==> config.mk <==
export PLATFORM = sky130hd
export DESIGN_NAME = flash_sector_select_and_data_stage
export DESIGN_NICKNAME = d
export VERILOG_FILES = /design/src/pkg/flash_stage_pkg.sv /design/src/stage_half.sv /design/src/irq_status.sv /design/src/flash_sector_select_and_data_stage.sv
export SDC_FILE = /design/constraint.sdc
export NUM_CORES = 1
export LEC_CHECK = 0
export ABC_AREA = 1
export BUFFER_PORTS_ARGS = -buffer_cell sky130_fd_sc_hd__buf_2
export CORE_MARGIN = 2
export CORE_UTILIZATION = 52
export CTS_BUF_LIST = sky130_fd_sc_hd__clkbuf_4
export DETAILED_ROUTE_END_ITERATION = 10
export PLACE_DENSITY_LB_ADDON = 0.3
export RECOVER_POWER = 100
export SLEW_MARGIN = 20
export SYNTH_ARGS = -nofsm -noshare
export SYNTH_HDL_FRONTEND = slang
export SYNTH_HIERARCHICAL = 1
export SYNTH_SLANG_ARGS = --single-unit
==> constraint.sdc <==
create_clock -name I_REF_CLK -period 5.7 [get_ports I_REF_CLK]
set_clock_uncertainty 0.2 [all_clocks]
set_input_delay 0.57 -clock I_REF_CLK [delete_from_list [all_inputs] [get_ports I_REF_CLK]]
set_output_delay 0.57 -clock I_REF_CLK [all_outputs]
set_load 0.02 [all_outputs]
==> src/pkg/flash_stage_pkg.sv <==
// Constants, register map and field layout of the flash sector select and data stage.
// Assumes a 100 MHz system clock and an APB master with 32-bit data and 8-bit byte addresses.
package flash_stage_pkg;

	localparam int ADDR_W = 8;
	localparam int DATA_W = 32;
	localparam int HALF_W = 16;
	localparam int BANK0_SECTORS = 10;
	localparam int BANK1_SECTORS = 2;
	localparam int SECTORS = BANK0_SECTORS + BANK1_SECTORS;
	localparam int BANKS = 2;
	localparam int IRQ_W = 3;

	// Printed offsets are register indices; the byte address is four times the index.
	localparam logic [23:0] REG_BASE = 24'h0E0000;
	localparam logic [23:0] IDX_SEL_LO = 24'h0E0004;
	localparam logic [23:0] IDX_SEL_HI = 24'h0E0006;
	localparam logic [23:0] IDX_D0_LO = 24'h0E0008;
	localparam logic [23:0] IDX_D0_HI = 24'h0E000A;
	localparam logic [23:0] IDX_D1_LO = 24'h0E000C;
	localparam logic [23:0] IDX_D1_HI = 24'h0E000E;
	localparam logic [23:0] IDX_IRQ_STAT = 24'h0E0010;
	localparam logic [23:0] IDX_IRQ_MASK = 24'h0E0011;

	localparam logic [ADDR_W-1:0] ADDR_SEL_LO = ADDR_W'((IDX_SEL_LO - REG_BASE) << 2);
	localparam logic [ADDR_W-1:0] ADDR_SEL_HI = ADDR_W'((IDX_SEL_HI - REG_BASE) << 2);
	localparam logic [ADDR_W-1:0] ADDR_D0_LO = ADDR_W'((IDX_D0_LO - REG_BASE) << 2);
	localparam logic [ADDR_W-1:0] ADDR_D0_HI = ADDR_W'((IDX_D0_HI - REG_BASE) << 2);
	localparam logic [ADDR_W-1:0] ADDR_D1_LO = ADDR_W'((IDX_D1_LO - REG_BASE) << 2);
	localparam logic [ADDR_W-1:0] ADDR_D1_HI = ADDR_W'((IDX_D1_HI - REG_BASE) << 2);
	localparam logic [ADDR_W-1:0] ADDR_IRQ_STAT = ADDR_W'((IDX_IRQ_STAT - REG_BASE) << 2);
	localparam logic [ADDR_W-1:0] ADDR_IRQ_MASK = ADDR_W'((IDX_IRQ_MASK - REG_BASE) << 2);

	// High selection register layout.
	localparam int HI_B1F_LSB = 0;
	localparam int HI_B0S_BIT = 8;
	localparam int HI_B1S_BIT = 9;

	localparam logic [HALF_W-1:0] SEL_RESET = 16'h0000;
	localparam logic [HALF_W-1:0] DATA_RESET = 16'hFFFF;
	localparam logic [DATA_W-1:0] WORD_ERASED = 32'hFFFFFFFF;

	// Interrupt status bits.
	localparam int IRQ_ERASE_DONE = 0;
	localparam int IRQ_OP_FAIL = 1;
	localparam int IRQ_SETUP_ERR = 2;

	typedef enum logic [1:0] {OP_IDLE, OP_ERASE, OP_PROGRAM} op_e;

endpackage

==> src/stage_half.sv <==
// One 16-bit software register with byte-lane writes.
// Assumes the write strobe is a one-cycle pulse from the bus slave.
module stage_half
	import flash_stage_pkg::*;
#(
	parameter logic [HALF_W-1:0] RESET_VAL = DATA_RESET
)
(
	input wire logic i_clk,
	input wire logic i_rstn,
	input wire logic i_we,
	input wire logic [1:0] i_be,
	input wire logic [HALF_W-1:0] i_wdata,
	output logic [HALF_W-1:0] o_q
);

	always_ff @(posedge i_clk or negedge i_rstn)
	begin
		if (!i_rstn)
			o_q <= RESET_VAL;
		else if (i_we)
		begin
			if (i_be[0])
				o_q[7:0] <= i_wdata[7:0];
			if (i_be[1])
				o_q[15:8] <= i_wdata[15:8];
		end
	end

endmodule

==> src/irq_status.sv <==
// Sticky event status with write-one-to-clear, a mask and one level interrupt.
// Assumes events and writes arrive on the same clock.
module irq_status
	import flash_stage_pkg::*;
#(
	parameter int W = IRQ_W
)
(
	input wire logic i_clk,
	input wire logic i_rstn,
	input wire logic [W-1:0] i_set,
	input wire logic i_clr_we,
	input wire logic i_mask_we,
	input wire logic [W-1:0] i_wdata,
	output logic [W-1:0] o_status,
	output logic [W-1:0] o_mask,
	output logic o_irq
);

	logic [W-1:0] status_d;

	// A set in the clearing cycle survives.
	always_comb
	begin
		status_d = o_status;
		if (i_clr_we)
			status_d = status_d & ~i_wdata;
		status_d = status_d | i_set;
	end

	always_ff @(posedge i_clk or negedge i_rstn)
	begin
		if (!i_rstn)
			o_status <= '0;
		else
			o_status <= status_d;
	end

	always_ff @(posedge i_clk or negedge i_rstn)
	begin
		if (!i_rstn)
			o_mask <= '0;
		else if (i_mask_we)
			o_mask <= i_wdata;
	end

	always_ff @(posedge i_clk or negedge i_rstn)
	begin
		if (!i_rstn)
			o_irq <= 1'b0;
		else
			o_irq <= |(status_d & o_mask);
	end

endmodule

==> src/flash_sector_select_and_data_stage.sv <==
// Sector selection and status registers, data staging registers and APB slave of the
// flash write controller.
// Assumes the erase/program engine and the control and error registers sit outside and
// run on the same clock, so their signals are used without synchronisers.
//
// The APB slave port was decided locally.
module flash_sector_select_and_data_stage
	import flash_stage_pkg::*;
(
	input wire logic I_REF_CLK,
	input wire logic I_RSTN,
	input wire logic I_PSEL,
	input wire logic I_PENABLE,
	input wire logic I_PWRITE,
	input wire logic [ADDR_W-1:0] I_PADDR,
	input wire logic [DATA_W-1:0] I_PWDATA,
	input wire logic [3:0] I_PSTRB,
	output logic [DATA_W-1:0] O_PRDATA,
	output logic O_PREADY,
	output logic O_PSLVERR,
	input wire logic I_WRITE_START,
	input wire logic I_ERASE_SELECT,
	input wire logic I_DOUBLE_WORD_PROGRAM_SELECT,
	input wire logic I_SUSPEND_REQUEST,
	input wire logic I_WRITE_ERROR,
	input wire logic I_ERASE_BUSY,
	input wire logic I_OP_DONE,
	input wire logic I_OP_ERROR,
	input wire logic [SECTORS-1:0] I_SECTOR_STATE,
	input wire logic [BANKS-1:0] I_BANK_STATE,
	output logic [SECTORS-1:0] O_ERASE_SECTORS,
	output logic O_ERASE_BANK,
	output logic O_ERASE_GO,
	output logic O_PROG_GO,
	output logic [DATA_W-1:0] O_PROG_EVEN,
	output logic [DATA_W-1:0] O_PROG_ODD,
	output logic O_SETUP_ERROR,
	output logic [SECTORS-1:0] O_SECTOR_FAIL,
	output logic [SECTORS-1:0] O_SECTOR_SUSPEND_REQUEST,
	output logic [BANKS-1:0] O_BANK_FAIL,
	output logic [BANKS-1:0] O_BANK_SUSPEND_REQUEST,
	output logic O_IRQ
);

	logic setup_phase;
	logic access_done;
	logic wr_en;
	logic mapped;
	logic [DATA_W-1:0] rd_data;

	logic [SECTORS-1:0] sector_q;
	logic [BANKS-1:0] bank_state_q;
	op_e op_q;

	logic [HALF_W-1:0] d0_lo;
	logic [HALF_W-1:0] d0_hi;
	logic [HALF_W-1:0] d1_lo;
	logic [HALF_W-1:0] d1_hi;

	logic [BANK0_SECTORS-1:0] bank0_sel;
	logic [BANK1_SECTORS-1:0] bank1_sel;
	logic bank0_any;
	logic bank1_any;
	logic erase_setup_bad;
	logic start_refused;
	logic erase_start;
	logic prog_start;
	logic op_end_ok;
	logic op_end_fail;

	logic [IRQ_W-1:0] irq_set;
	logic [IRQ_W-1:0] irq_stat;
	logic [IRQ_W-1:0] irq_mask;

	logic [HALF_W-1:0] sel_lo_view;
	logic [HALF_W-1:0] sel_hi_view;

	// Bus phases: the answer is prepared during setup so every bus output is a flop.
	assign setup_phase = I_PSEL && !I_PENABLE;
	assign access_done = I_PSEL && I_PENABLE && O_PREADY;
	assign wr_en = access_done && I_PWRITE && !O_PSLVERR;

	always_comb
	begin
		case (I_PADDR)
			ADDR_SEL_LO,
			ADDR_SEL_HI,
			ADDR_D0_LO,
			ADDR_D0_HI,
			ADDR_D1_LO,
			ADDR_D1_HI,
			ADDR_IRQ_STAT,
			ADDR_IRQ_MASK:
				mapped = 1'b1;
			default:
				mapped = 1'b0;
		endcase
	end

	// Reserved positions of the sector views are constant zero.
	always_comb
	begin
		sel_lo_view = '0;
		sel_lo_view[BANK0_SECTORS-1:0] = sector_q[BANK0_SECTORS-1:0];
		sel_hi_view = '0;
		sel_hi_view[HI_B1F_LSB +: BANK1_SECTORS] = sector_q[SECTORS-1:BANK0_SECTORS];
		sel_hi_view[HI_B0S_BIT] = bank_state_q[0];
		sel_hi_view[HI_B1S_BIT] = bank_state_q[1];
	end

	always_comb
	begin
		rd_data = '0;
		case (I_PADDR)
			ADDR_SEL_LO:
				rd_data[HALF_W-1:0] = sel_lo_view;
			ADDR_SEL_HI:
				rd_data[HALF_W-1:0] = sel_hi_view;
			ADDR_D0_LO:
				rd_data[HALF_W-1:0] = d0_lo;
			ADDR_D0_HI:
				rd_data[HALF_W-1:0] = d0_hi;
			ADDR_D1_LO:
				rd_data[HALF_W-1:0] = d1_lo;
			ADDR_D1_HI:
				rd_data[HALF_W-1:0] = d1_hi;
			ADDR_IRQ_STAT:
				rd_data[IRQ_W-1:0] = irq_stat;
			ADDR_IRQ_MASK:
				rd_data[IRQ_W-1:0] = irq_mask;
			default:
				rd_data = '0;
		endcase
	end

	always_ff @(posedge I_REF_CLK or negedge I_RSTN)
	begin
		if (!I_RSTN)
			O_PREADY <= 1'b0;
		else
			O_PREADY <= setup_phase;
	end

	always_ff @(posedge I_REF_CLK or negedge I_RSTN)
	begin
		if (!I_RSTN)
			O_PSLVERR <= 1'b0;
		else if (setup_phase)
			O_PSLVERR <= !mapped;
		else
			O_PSLVERR <= 1'b0;
	end

	always_ff @(posedge I_REF_CLK or negedge I_RSTN)
	begin
		if (!I_RSTN)
			O_PRDATA <= '0;
		else if (setup_phase && !I_PWRITE)
			O_PRDATA <= rd_data;
	end

	// Staging halves: word = high half 31:16 over low half 15:0.
	stage_half #(.RESET_VAL(DATA_RESET)) u_d0_lo (
		.i_clk(I_REF_CLK),
		.i_rstn(I_RSTN),
		.i_we(wr_en && I_PADDR == ADDR_D0_LO),
		.i_be(I_PSTRB[1:0]),
		.i_wdata(I_PWDATA[HALF_W-1:0]),
		.o_q(d0_lo)
	);

	stage_half #(.RESET_VAL(DATA_RESET)) u_d0_hi (
		.i_clk(I_REF_CLK),
		.i_rstn(I_RSTN),
		.i_we(wr_en && I_PADDR == ADDR_D0_HI),
		.i_be(I_PSTRB[1:0]),
		.i_wdata(I_PWDATA[HALF_W-1:0]),
		.o_q(d0_hi)
	);

	stage_half #(.RESET_VAL(DATA_RESET)) u_d1_lo (
		.i_clk(I_REF_CLK),
		.i_rstn(I_RSTN),
		.i_we(wr_en && I_PADDR == ADDR_D1_LO),
		.i_be(I_PSTRB[1:0]),
		.i_wdata(I_PWDATA[HALF_W-1:0]),
		.o_q(d1_lo)
	);

	stage_half #(.RESET_VAL(DATA_RESET)) u_d1_hi (
		.i_clk(I_REF_CLK),
		.i_rstn(I_RSTN),
		.i_we(wr_en && I_PADDR == ADDR_D1_HI),
		.i_be(I_PSTRB[1:0]),
		.i_wdata(I_PWDATA[HALF_W-1:0]),
		.o_q(d1_hi)
	);

	// Start qualification.
	assign bank0_sel = sector_q[BANK0_SECTORS-1:0];
	assign bank1_sel = sector_q[SECTORS-1:BANK0_SECTORS];
	assign bank0_any = |bank0_sel;
	assign bank1_any = |bank1_sel;
	// An erase needs at least one sector and all of them in one bank.
	assign erase_setup_bad = !(bank0_any ^ bank1_any);
	// A start is refused while the write error stands or a new start meets a suspend.
	assign start_refused = I_WRITE_ERROR || (op_q == OP_IDLE && I_SUSPEND_REQUEST);
	assign erase_start = I_WRITE_START && I_ERASE_SELECT && op_q == OP_IDLE
		&& !start_refused && !erase_setup_bad;
	assign prog_start = I_WRITE_START && !I_ERASE_SELECT && op_q == OP_IDLE && !start_refused;
	assign op_end_ok = I_OP_DONE && !I_OP_ERROR && op_q != OP_IDLE;
	assign op_end_fail = I_OP_DONE && I_OP_ERROR && op_q != OP_IDLE;

	// Operation tracking; a suspended operation stays in its state until it ends.
	always_ff @(posedge I_REF_CLK or negedge I_RSTN)
	begin
		if (!I_RSTN)
			op_q <= OP_IDLE;
		else
		begin
			case (op_q)
				OP_IDLE:
					if (erase_start)
						op_q <= OP_ERASE;
					else if (prog_start)
						op_q <= OP_PROGRAM;
				OP_ERASE,
				OP_PROGRAM:
					if (I_OP_DONE)
						op_q <= OP_IDLE;
				default:
					op_q <= OP_IDLE;
			endcase
		end
	end

	// Sector bits: software selection when idle, engine state during erase.
	always_ff @(posedge I_REF_CLK or negedge I_RSTN)
	begin
		if (!I_RSTN)
			sector_q <= '0;
		else if (op_q == OP_ERASE && I_ERASE_BUSY)
			sector_q <= I_SECTOR_STATE;
		else if (op_end_ok)
			sector_q <= '0;
		else if (wr_en && op_q == OP_IDLE && I_PADDR == ADDR_SEL_LO)
		begin
			// Only the sector field takes the write.
			if (I_PSTRB[0])
				sector_q[7:0] <= I_PWDATA[7:0];
			if (I_PSTRB[1])
				sector_q[BANK0_SECTORS-1:8] <= I_PWDATA[BANK0_SECTORS-1:8];
		end
		else if (wr_en && op_q == OP_IDLE && I_PADDR == ADDR_SEL_HI && I_PSTRB[0])
			sector_q[SECTORS-1:BANK0_SECTORS] <= I_PWDATA[HI_B1F_LSB +: BANK1_SECTORS];
	end

	// Bank state bits are read-only; a failed erase leaves them for inspection.
	always_ff @(posedge I_REF_CLK or negedge I_RSTN)
	begin
		if (!I_RSTN)
			bank_state_q <= '0;
		else if (op_q == OP_ERASE && I_ERASE_BUSY)
			bank_state_q <= I_BANK_STATE;
		else if (op_end_ok && op_q == OP_ERASE)
			bank_state_q <= '0;
	end

	// Engine commands, taken from the selection at the start.
	always_ff @(posedge I_REF_CLK or negedge I_RSTN)
	begin
		if (!I_RSTN)
		begin
			O_ERASE_SECTORS <= '0;
			O_ERASE_BANK <= 1'b0;
			O_ERASE_GO <= 1'b0;
		end
		else
		begin
			O_ERASE_GO <= erase_start;
			if (erase_start)
			begin
				O_ERASE_SECTORS <= sector_q;
				O_ERASE_BANK <= bank1_any;
			end
		end
	end

	// Program data is sampled only at a program start.
	always_ff @(posedge I_REF_CLK or negedge I_RSTN)
	begin
		if (!I_RSTN)
		begin
			O_PROG_EVEN <= WORD_ERASED;
			O_PROG_ODD <= WORD_ERASED;
			O_PROG_GO <= 1'b0;
		end
		else
		begin
			O_PROG_GO <= prog_start;
			if (prog_start)
			begin
				O_PROG_EVEN <= {d0_hi, d0_lo};
				// All ones programs nothing, so a single word leaves the odd slot harmless.
				O_PROG_ODD <= I_DOUBLE_WORD_PROGRAM_SELECT ? {d1_hi, d1_lo} : WORD_ERASED;
			end
		end
	end

	// A refused or badly set up start is reported to the error register.
	always_ff @(posedge I_REF_CLK or negedge I_RSTN)
	begin
		if (!I_RSTN)
			O_SETUP_ERROR <= 1'b0;
		else
			O_SETUP_ERROR <= I_WRITE_START && op_q == OP_IDLE
				&& (start_refused || (I_ERASE_SELECT && erase_setup_bad));
	end

	// Decoded meaning of the status bits.
	always_ff @(posedge I_REF_CLK or negedge I_RSTN)
	begin
		if (!I_RSTN)
		begin
			O_SECTOR_FAIL <= '0;
			O_SECTOR_SUSPEND_REQUEST <= '0;
			O_BANK_FAIL <= '0;
			O_BANK_SUSPEND_REQUEST <= '0;
		end
		else
		begin
			O_SECTOR_FAIL <= I_WRITE_ERROR ? sector_q : '0;
			O_BANK_FAIL <= I_WRITE_ERROR ? bank_state_q : '0;
			// Suspend is reported while software holds the request and no write error stands.
			O_SECTOR_SUSPEND_REQUEST <= (!I_WRITE_ERROR && I_SUSPEND_REQUEST) ? sector_q : '0;
			O_BANK_SUSPEND_REQUEST <= (!I_WRITE_ERROR && I_SUSPEND_REQUEST) ? bank_state_q : '0;
		end
	end

	always_comb
	begin
		irq_set = '0;
		irq_set[IRQ_ERASE_DONE] = op_end_ok && op_q == OP_ERASE;
		irq_set[IRQ_OP_FAIL] = op_end_fail;
		irq_set[IRQ_SETUP_ERR] = I_WRITE_START && op_q == OP_IDLE
			&& (start_refused || (I_ERASE_SELECT && erase_setup_bad));
	end

	irq_status #(.W(IRQ_W)) u_irq (
		.i_clk(I_REF_CLK),
		.i_rstn(I_RSTN),
		.i_set(irq_set),
		.i_clr_we(wr_en && I_PADDR == ADDR_IRQ_STAT && I_PSTRB[0]),
		.i_mask_we(wr_en && I_PADDR == ADDR_IRQ_MASK && I_PSTRB[0]),
		.i_wdata(I_PWDATA[IRQ_W-1:0]),
		.o_status(irq_stat),
		.o_mask(irq_mask),
		.o_irq(O_IRQ)
	);

endmodule

# Word-level counts from Yosys, hierarchy flattened
# Index checks and enable logic that the tools add are counted.
[op_classes] n_addsub=0 n_mul=0 n_div=0 magnitude_cmp=0 eq_ne=13 shifts=0 n_mux=23 n_bitwise=5 reduce_logical=71
[ops] cell="13-bit one-hot mux with 6 select lines" n=1
[ops] cell="12-bit two-way mux" n=4
[ops] cell="1-bit logical AND" n=36
[ops] cell="8-bit by 6-bit equality test with 1-bit output, second input constant" n=4
[ops] cell="32-bit two-way mux" n=1
[ops] cell="3-bit one-hot mux with 8 select lines" n=1
[ops] cell="2-bit AND reduction" n=12
[ops] cell="2-bit two-way mux" n=10
[ops] cell="8-bit by 5-bit equality test with 1-bit output, second input constant" n=2
[ops] cell="8-bit by 7-bit equality test with 1-bit output, second input constant" n=2
[ops] cell="3-bit nonzero test" n=4
[ops] cell="10-bit two-way mux" n=1
[ops] cell="10-bit OR reduction" n=1
[ops] cell="1-bit logical NOT" n=9
[ops] cell="8-bit two-way mux" n=1
[ops] cell="8-bit OR reduction" n=1
[ops] cell="3-bit AND" n=2
[ops] cell="3-bit inequality test, second input constant" n=2
[ops] cell="2-bit one-hot mux with 2 select lines" n=1
[ops] cell="2-bit nonzero test" n=2
[ops] cell="2-bit OR reduction" n=2
[ops] cell="3-bit two-way mux" n=1
[ops] cell="3-bit NOT" n=1
[ops] cell="3-bit bitwise OR" n=1
[ops] cell="8 further kinds" n=10
[totals] register_bits=213 latch_bits=0 ramBits=0 romBits=0 input_bits=71 out_inout_bits=143 elab_cells=142 mem_count=0

# Depth between registers and ports, before layout
[depth] ltp_word=11 ltp_mapped=11 depth_no_buf=11

# Hierarchy
# Netlist, hierarchy kept.
[by_module_without_submodules] mod="flash_sector_select_and_data_stage" instances=1 cells_each=750 area_each_um2=6657.6 seq_area_each_um2=3633.5
[by_module_without_submodules] mod="stage_half" instances=4 cells_each=70 area_each_um2=665.6 seq_area_each_um2=420.4
[by_module_without_submodules] mod="irq_status" instances=1 cells_each=26 area_each_um2=275.3 seq_area_each_um2=175.2

# Worst setup path after synthesis
# Ideal clock, no wire load.
[synth_path] path_type="input to register" from="in I_PADDR[1]" to="reg u_d0_hi.o_q[3]" setup_time_ns=0.060 arrival_time_ns=1.686 t_required_ns=5.440 path_slack_ns=3.753 stages=11 n_path_buf=2 path_cell_list="nor2_2 > nand2_2 > inv_2 > nand2_1 > nor2_4 > inv_1 > nor2_1 > buf_6 > buf_6 > nand3_1 > nand2_1"
[synth_via] elab_chain_cells=3
[synth_lines] item="from (decl)" line="flash_sector_select_and_data_stage.sv:15" text="input wire logic [ADDR_W-1:0] I_PADDR,"
[synth_lines] item="8-bit by 6-bit equality test with 1-bit output" line="flash_sector_select_and_data_stage.sv:175" text=".i_we(wr_en && I_PADDR == ADDR_D0_HI),"
[synth_lines] item="1-bit logical AND" line="flash_sector_select_and_data_stage.sv:175"
[synth_lines] item="2-bit AND reduction (no source line)"
[synth_lines] item="to (signal assigned)" line="stage_half.sv:24" text="o_q[7:0] <= i_wdata[7:0];"
[synth_lines] item="to (decl)" line="stage_half.sv:14" text="output logic [HALF_W-1:0] o_q"
# No other way between the ends.
# A chain may end at the register's enable or synchronous reset.

==> results summary <==
Yosys printed 6 warnings. The number of buffers added for setup after CTS is 0. The wire length on met3 came out at 2.07 mm.

The via total after detailed routing is between 7,000 and 8,000. The root cell of the clock tree is sky130_fd_sc_hd__clkbuf_4. For this run, the leading register cell type out of synthesis is sky130_fd_sc_hd__dfstp_2. The number of port buffers came out at around 180. No sink is reached through more buffers than the 3 on the longest clock path. Data on the critical path is required at its endpoint by 6.24 ns.

The global router's overall resource usage came out at 0.254. Walking the worst path, the cells encountered are dlygate4sd3_1 > clkbuf_2 > buf_4. The die extent in x is approximately 140 µm. In the routed layout, each cell is associated on average with a via count of 5.17. In the finished design, the share of the clock period the worst path needs comes to 0.591. In this run the most critical hold path is launched from I_PWDATA[0]. The met1 routed wirelength after detailed routing came out at between 10 and 15 mm. By instance count, the leading cell after synthesis is sky130_fd_sc_hd__nand2_1. sky130_fd_sc_hd__dfstp_2 takes more of the synthesized area than any other cell. The cell type group with the largest total delay on the critical path is buffers and inverters. After synthesis, the cell types taking the most area are sky130_fd_sc_hd__dfstp_2 (35%), sky130_fd_sc_hd__dfrtp_1 (22%), sky130_fd_sc_hd__nand2_1 (13%), sky130_fd_sc_hd__nand3_1 (6.4%), sky130_fd_sc_hd__nor2_1 (4.3%). The residual overflow from global routing came out at 0. The analysis attributes to cell leakage a power of 5.41 nW.

The maximum fanout along the worst path is approximately 110. The layout net count came out at about 1,300. The total of endpoints with negative setup slack in the final report came out at 0. The number of hold buffers added after CTS was 19.

The number of pins with negative max-slew slack in the final report came out at 114. The critical path runs through a total of 3 cells. The transition time at the pin with the least slew margin is 2.74 ns. The endpoint type of the worst setup path is an asynchronous set/reset pin.

Among all stages on the critical path, the largest delay is contributed by sky130_fd_sc_hd__clkbuf_2. In this run the number of H-tree levels came out at 2. The number of different library cells used by synthesis comes to 36. In the detailed route, the total length drawn on met2 is 11.1 mm.

The final hold violation count is 0. The register bit count reported by yosys came out at 213. The clock latency of the later-clocked register in the worst-skew pair came out at 0.65 ns. The path class of the tightest hold or removal check is in2reg.

The violation count after the first detailed-routing iteration came out at 547. Buffers inserted during clock tree synthesis total 54. The count of cells resized by post-cts repair is 0.

Clock tree synthesis found a total of between 200 and 250 sinks. Yosys mapped a number of flops with a built-in enable equal to 0. The total power is 4.37 mW. The fraction of the yosys area taken by sequential cells came out at 0.572.

The headroom to the max-slew limit is -0.826. The commonest cells after synthesis are sky130_fd_sc_hd__nand2_1 (320), sky130_fd_sc_hd__dfstp_2 (128), sky130_fd_sc_hd__nand3_1 (123). The detailed-route DRC error count is 0. In this run the remaining antenna-violating nets after routing total 0. The tightest hold path in the finished design has a slack of 0.0465 ns.

The run finished, with violations left. The via count of the first global-routing pass is approximately 7,500. The depth of the worst register-to-register path came out at 7. The worst hold path depth is 3. The shortest period the worst path allows is 3.37 ns. The wire length of the first global-routing pass is between 30 and 40 mm.

The count of mapped cells out of synthesis came out at 1,056. The worst-case vdd ir drop came out at 0.000246 V. The standard cell core area came out at about 18,000 µm².

The reg-to-reg setup timing slack came out at 2.71 ns. The effective utilization at floorplan is 0.532. The peak clock frequency supported by timing is about 300 MHz. The number of violations of the max-capacitance limit came out at 1. The number of buffers and inverters on the critical path is 3. The number of search-and-repair iterations in the first detailed-routing pass is 5. After synthesis, the share of flip-flops with an asynchronous set or reset is 1.00. STA classifies the critical path startpoint as an input pin.

The routability congestion estimate is slightly above 0.9. The worst register-to-register path ends at O_PROG_EVEN[30]. The maximum number of pins on one net before global-route repair came out at 114.

A synthesized cell averages 9.09 µm². The share of final-layout standard cells stronger than drive strength 1 came out at 0.215. The worst flop-to-flop path startpoint is op_q[0]. The initial antenna violation count is 1. Dividing the detail-routed wire length by the instance count gives 16.1 µm. The floorplan row count came out at 49. The data arrival time of the critical path came out at 3.90 ns. The final reports fail on max-capacitance violations, max-slew violations. The clock transition at the registers of the reported paths came out at 0.07 ns. In this run the vertical extent of the chip is approximately 140 µm. Adding up every negative setup slack in the final design gives 0 ns. For hold timing, the worst endpoint is u_d1_lo/o_q[0]. Setup repair after global routing left no endpoint under its margin. The count of pins on the block boundary is 214. Once detailed placement completed, the half-perimeter wirelength came to 17.5 mm. The highest cell delay on the worst timing path came out at 1.93 ns.

The cell area after synthesis came out at 9600 µm². The cell area power density is 393 nW/µm². The core occupancy in the finished layout is 0.617.

The sum of routed wire length over all layers came out at 24.8 mm. Compared with the post-synthesis result, the final layout area differs by 15.9%. The die covers approximately 20,000 µm². The clock tree from TritonCTS is done. The critical path in this run is classified as in2async. Of the post-synthesis cell area, the dominant cell type holds 0.351.

The highest metal layer with signal wires is met4.
## where the power goes
part           switching (mW)  internal, mW
sequential              0.160          1.86
combinational           0.764         0.291
clock                   0.612         0.686
## worst reg2reg max path, cell delays in order (launching register included)
cell	delay (ns)
sky130_fd_sc_hd__dfrtp_1	0.38
sky130_fd_sc_hd__inv_1	0.08
sky130_fd_sc_hd__ha_1	0.27
sky130_fd_sc_hd__nand3_1	0.18
sky130_fd_sc_hd__nor2_4	0.12
sky130_fd_sc_hd__clkbuf_1	0.94
sky130_fd_sc_hd__buf_16	0.37
sky130_fd_sc_hd__mux2_1	0.40
## layer usage
layer  GRT usage  vias to the layer above
li1            -                     3823
met1       0.370                     3751
met2       0.374                      352
met3      0.0609                       59
met4      0.0884                        0
met5           0                        -
## through the flow
| step | instances | instance area, µm² | setup slack (ns) |
|---|---|---|---|
| floorplan | 1071 | 9650 | 3.75 |
| global placement | 1425 | 10500 | 3.04 |
| detailed placement | 1425 | 10500 | 3.02 |
| CTS | 1542 | 11400 | 3.18 |
| global route | 1544 | 11100 | 1.78 |
| finish | 1544 | 11100 | 2.33 |
## worst max path at each step
stage	startpoint	endpoint	slack, ns
detailed placement	I_PADDR[6]	u_d1_hi/o_q[2]	3.02
global route	I_RSTN	O_ERASE_SECTORS[0]	1.78
global placement	I_PADDR[6]	u_d1_hi/o_q[7]	3.04
finish	I_RSTN	O_ERASE_SECTORS[0]	2.33
floorplan	I_PADDR[1]	u_d0_hi/o_q[3]	3.75
CTS	op_q[0]	O_PROG_EVEN[30]	3.18
## placed cells by master (no fill, tap or decap), types with 39 or more instances in the layout
| cell | count |
|---|---|
| sky130_fd_sc_hd__o21ai_0 | 39 |
| sky130_fd_sc_hd__clkbuf_1 | 136 |
| sky130_fd_sc_hd__nand3_1 | 125 |
| sky130_fd_sc_hd__clkbuf_4 | 80 |
| sky130_fd_sc_hd__nor2_1 | 109 |
| sky130_fd_sc_hd__nand2_1 | 330 |
| sky130_fd_sc_hd__dfrtp_1 | 85 |
| sky130_fd_sc_hd__buf_2 | 48 |
| sky130_fd_sc_hd__dfstp_2 | 128 |
| sky130_fd_sc_hd__inv_1 | 64 |
## flip-flops by register name (all words and copies together), names as in the netlist, 12 cells and up
register,cells
O_ERASE_SECTORS,12
O_PRDATA,16
O_PROG_EVEN,32
O_PROG_ODD,32
O_SECTOR_FAIL,12
O_SECTOR_SUSPEND_REQUEST,12
sector_q,12
u_d0_hi/o_q,16
u_d0_lo/o_q,16
u_d1_hi/o_q,16
u_d1_lo/o_q,16
## area by class of cell
class                      instances  area, µm²
tap                              229        287
timing repair buffer             207        988
inverter                          67        251
antenna                            1       2.50
clock inverter                    18       95.1
clock buffer                      80        601
sequential                       213       5490
fill                            1652       6900
multi-input combinational        729       3410
## kinds of logic after synthesis
family	after synthesis	share of synthesized area
flops	213	0.572
compound gates	80	0.0459
mux	34	0.0399
fa+ha+maj	2	0.00261
buf+inv	129	0.0730
other cells	1	0.000391
simple gates	597	0.266
Note: power is estimated with default switching activity, not from simulation.
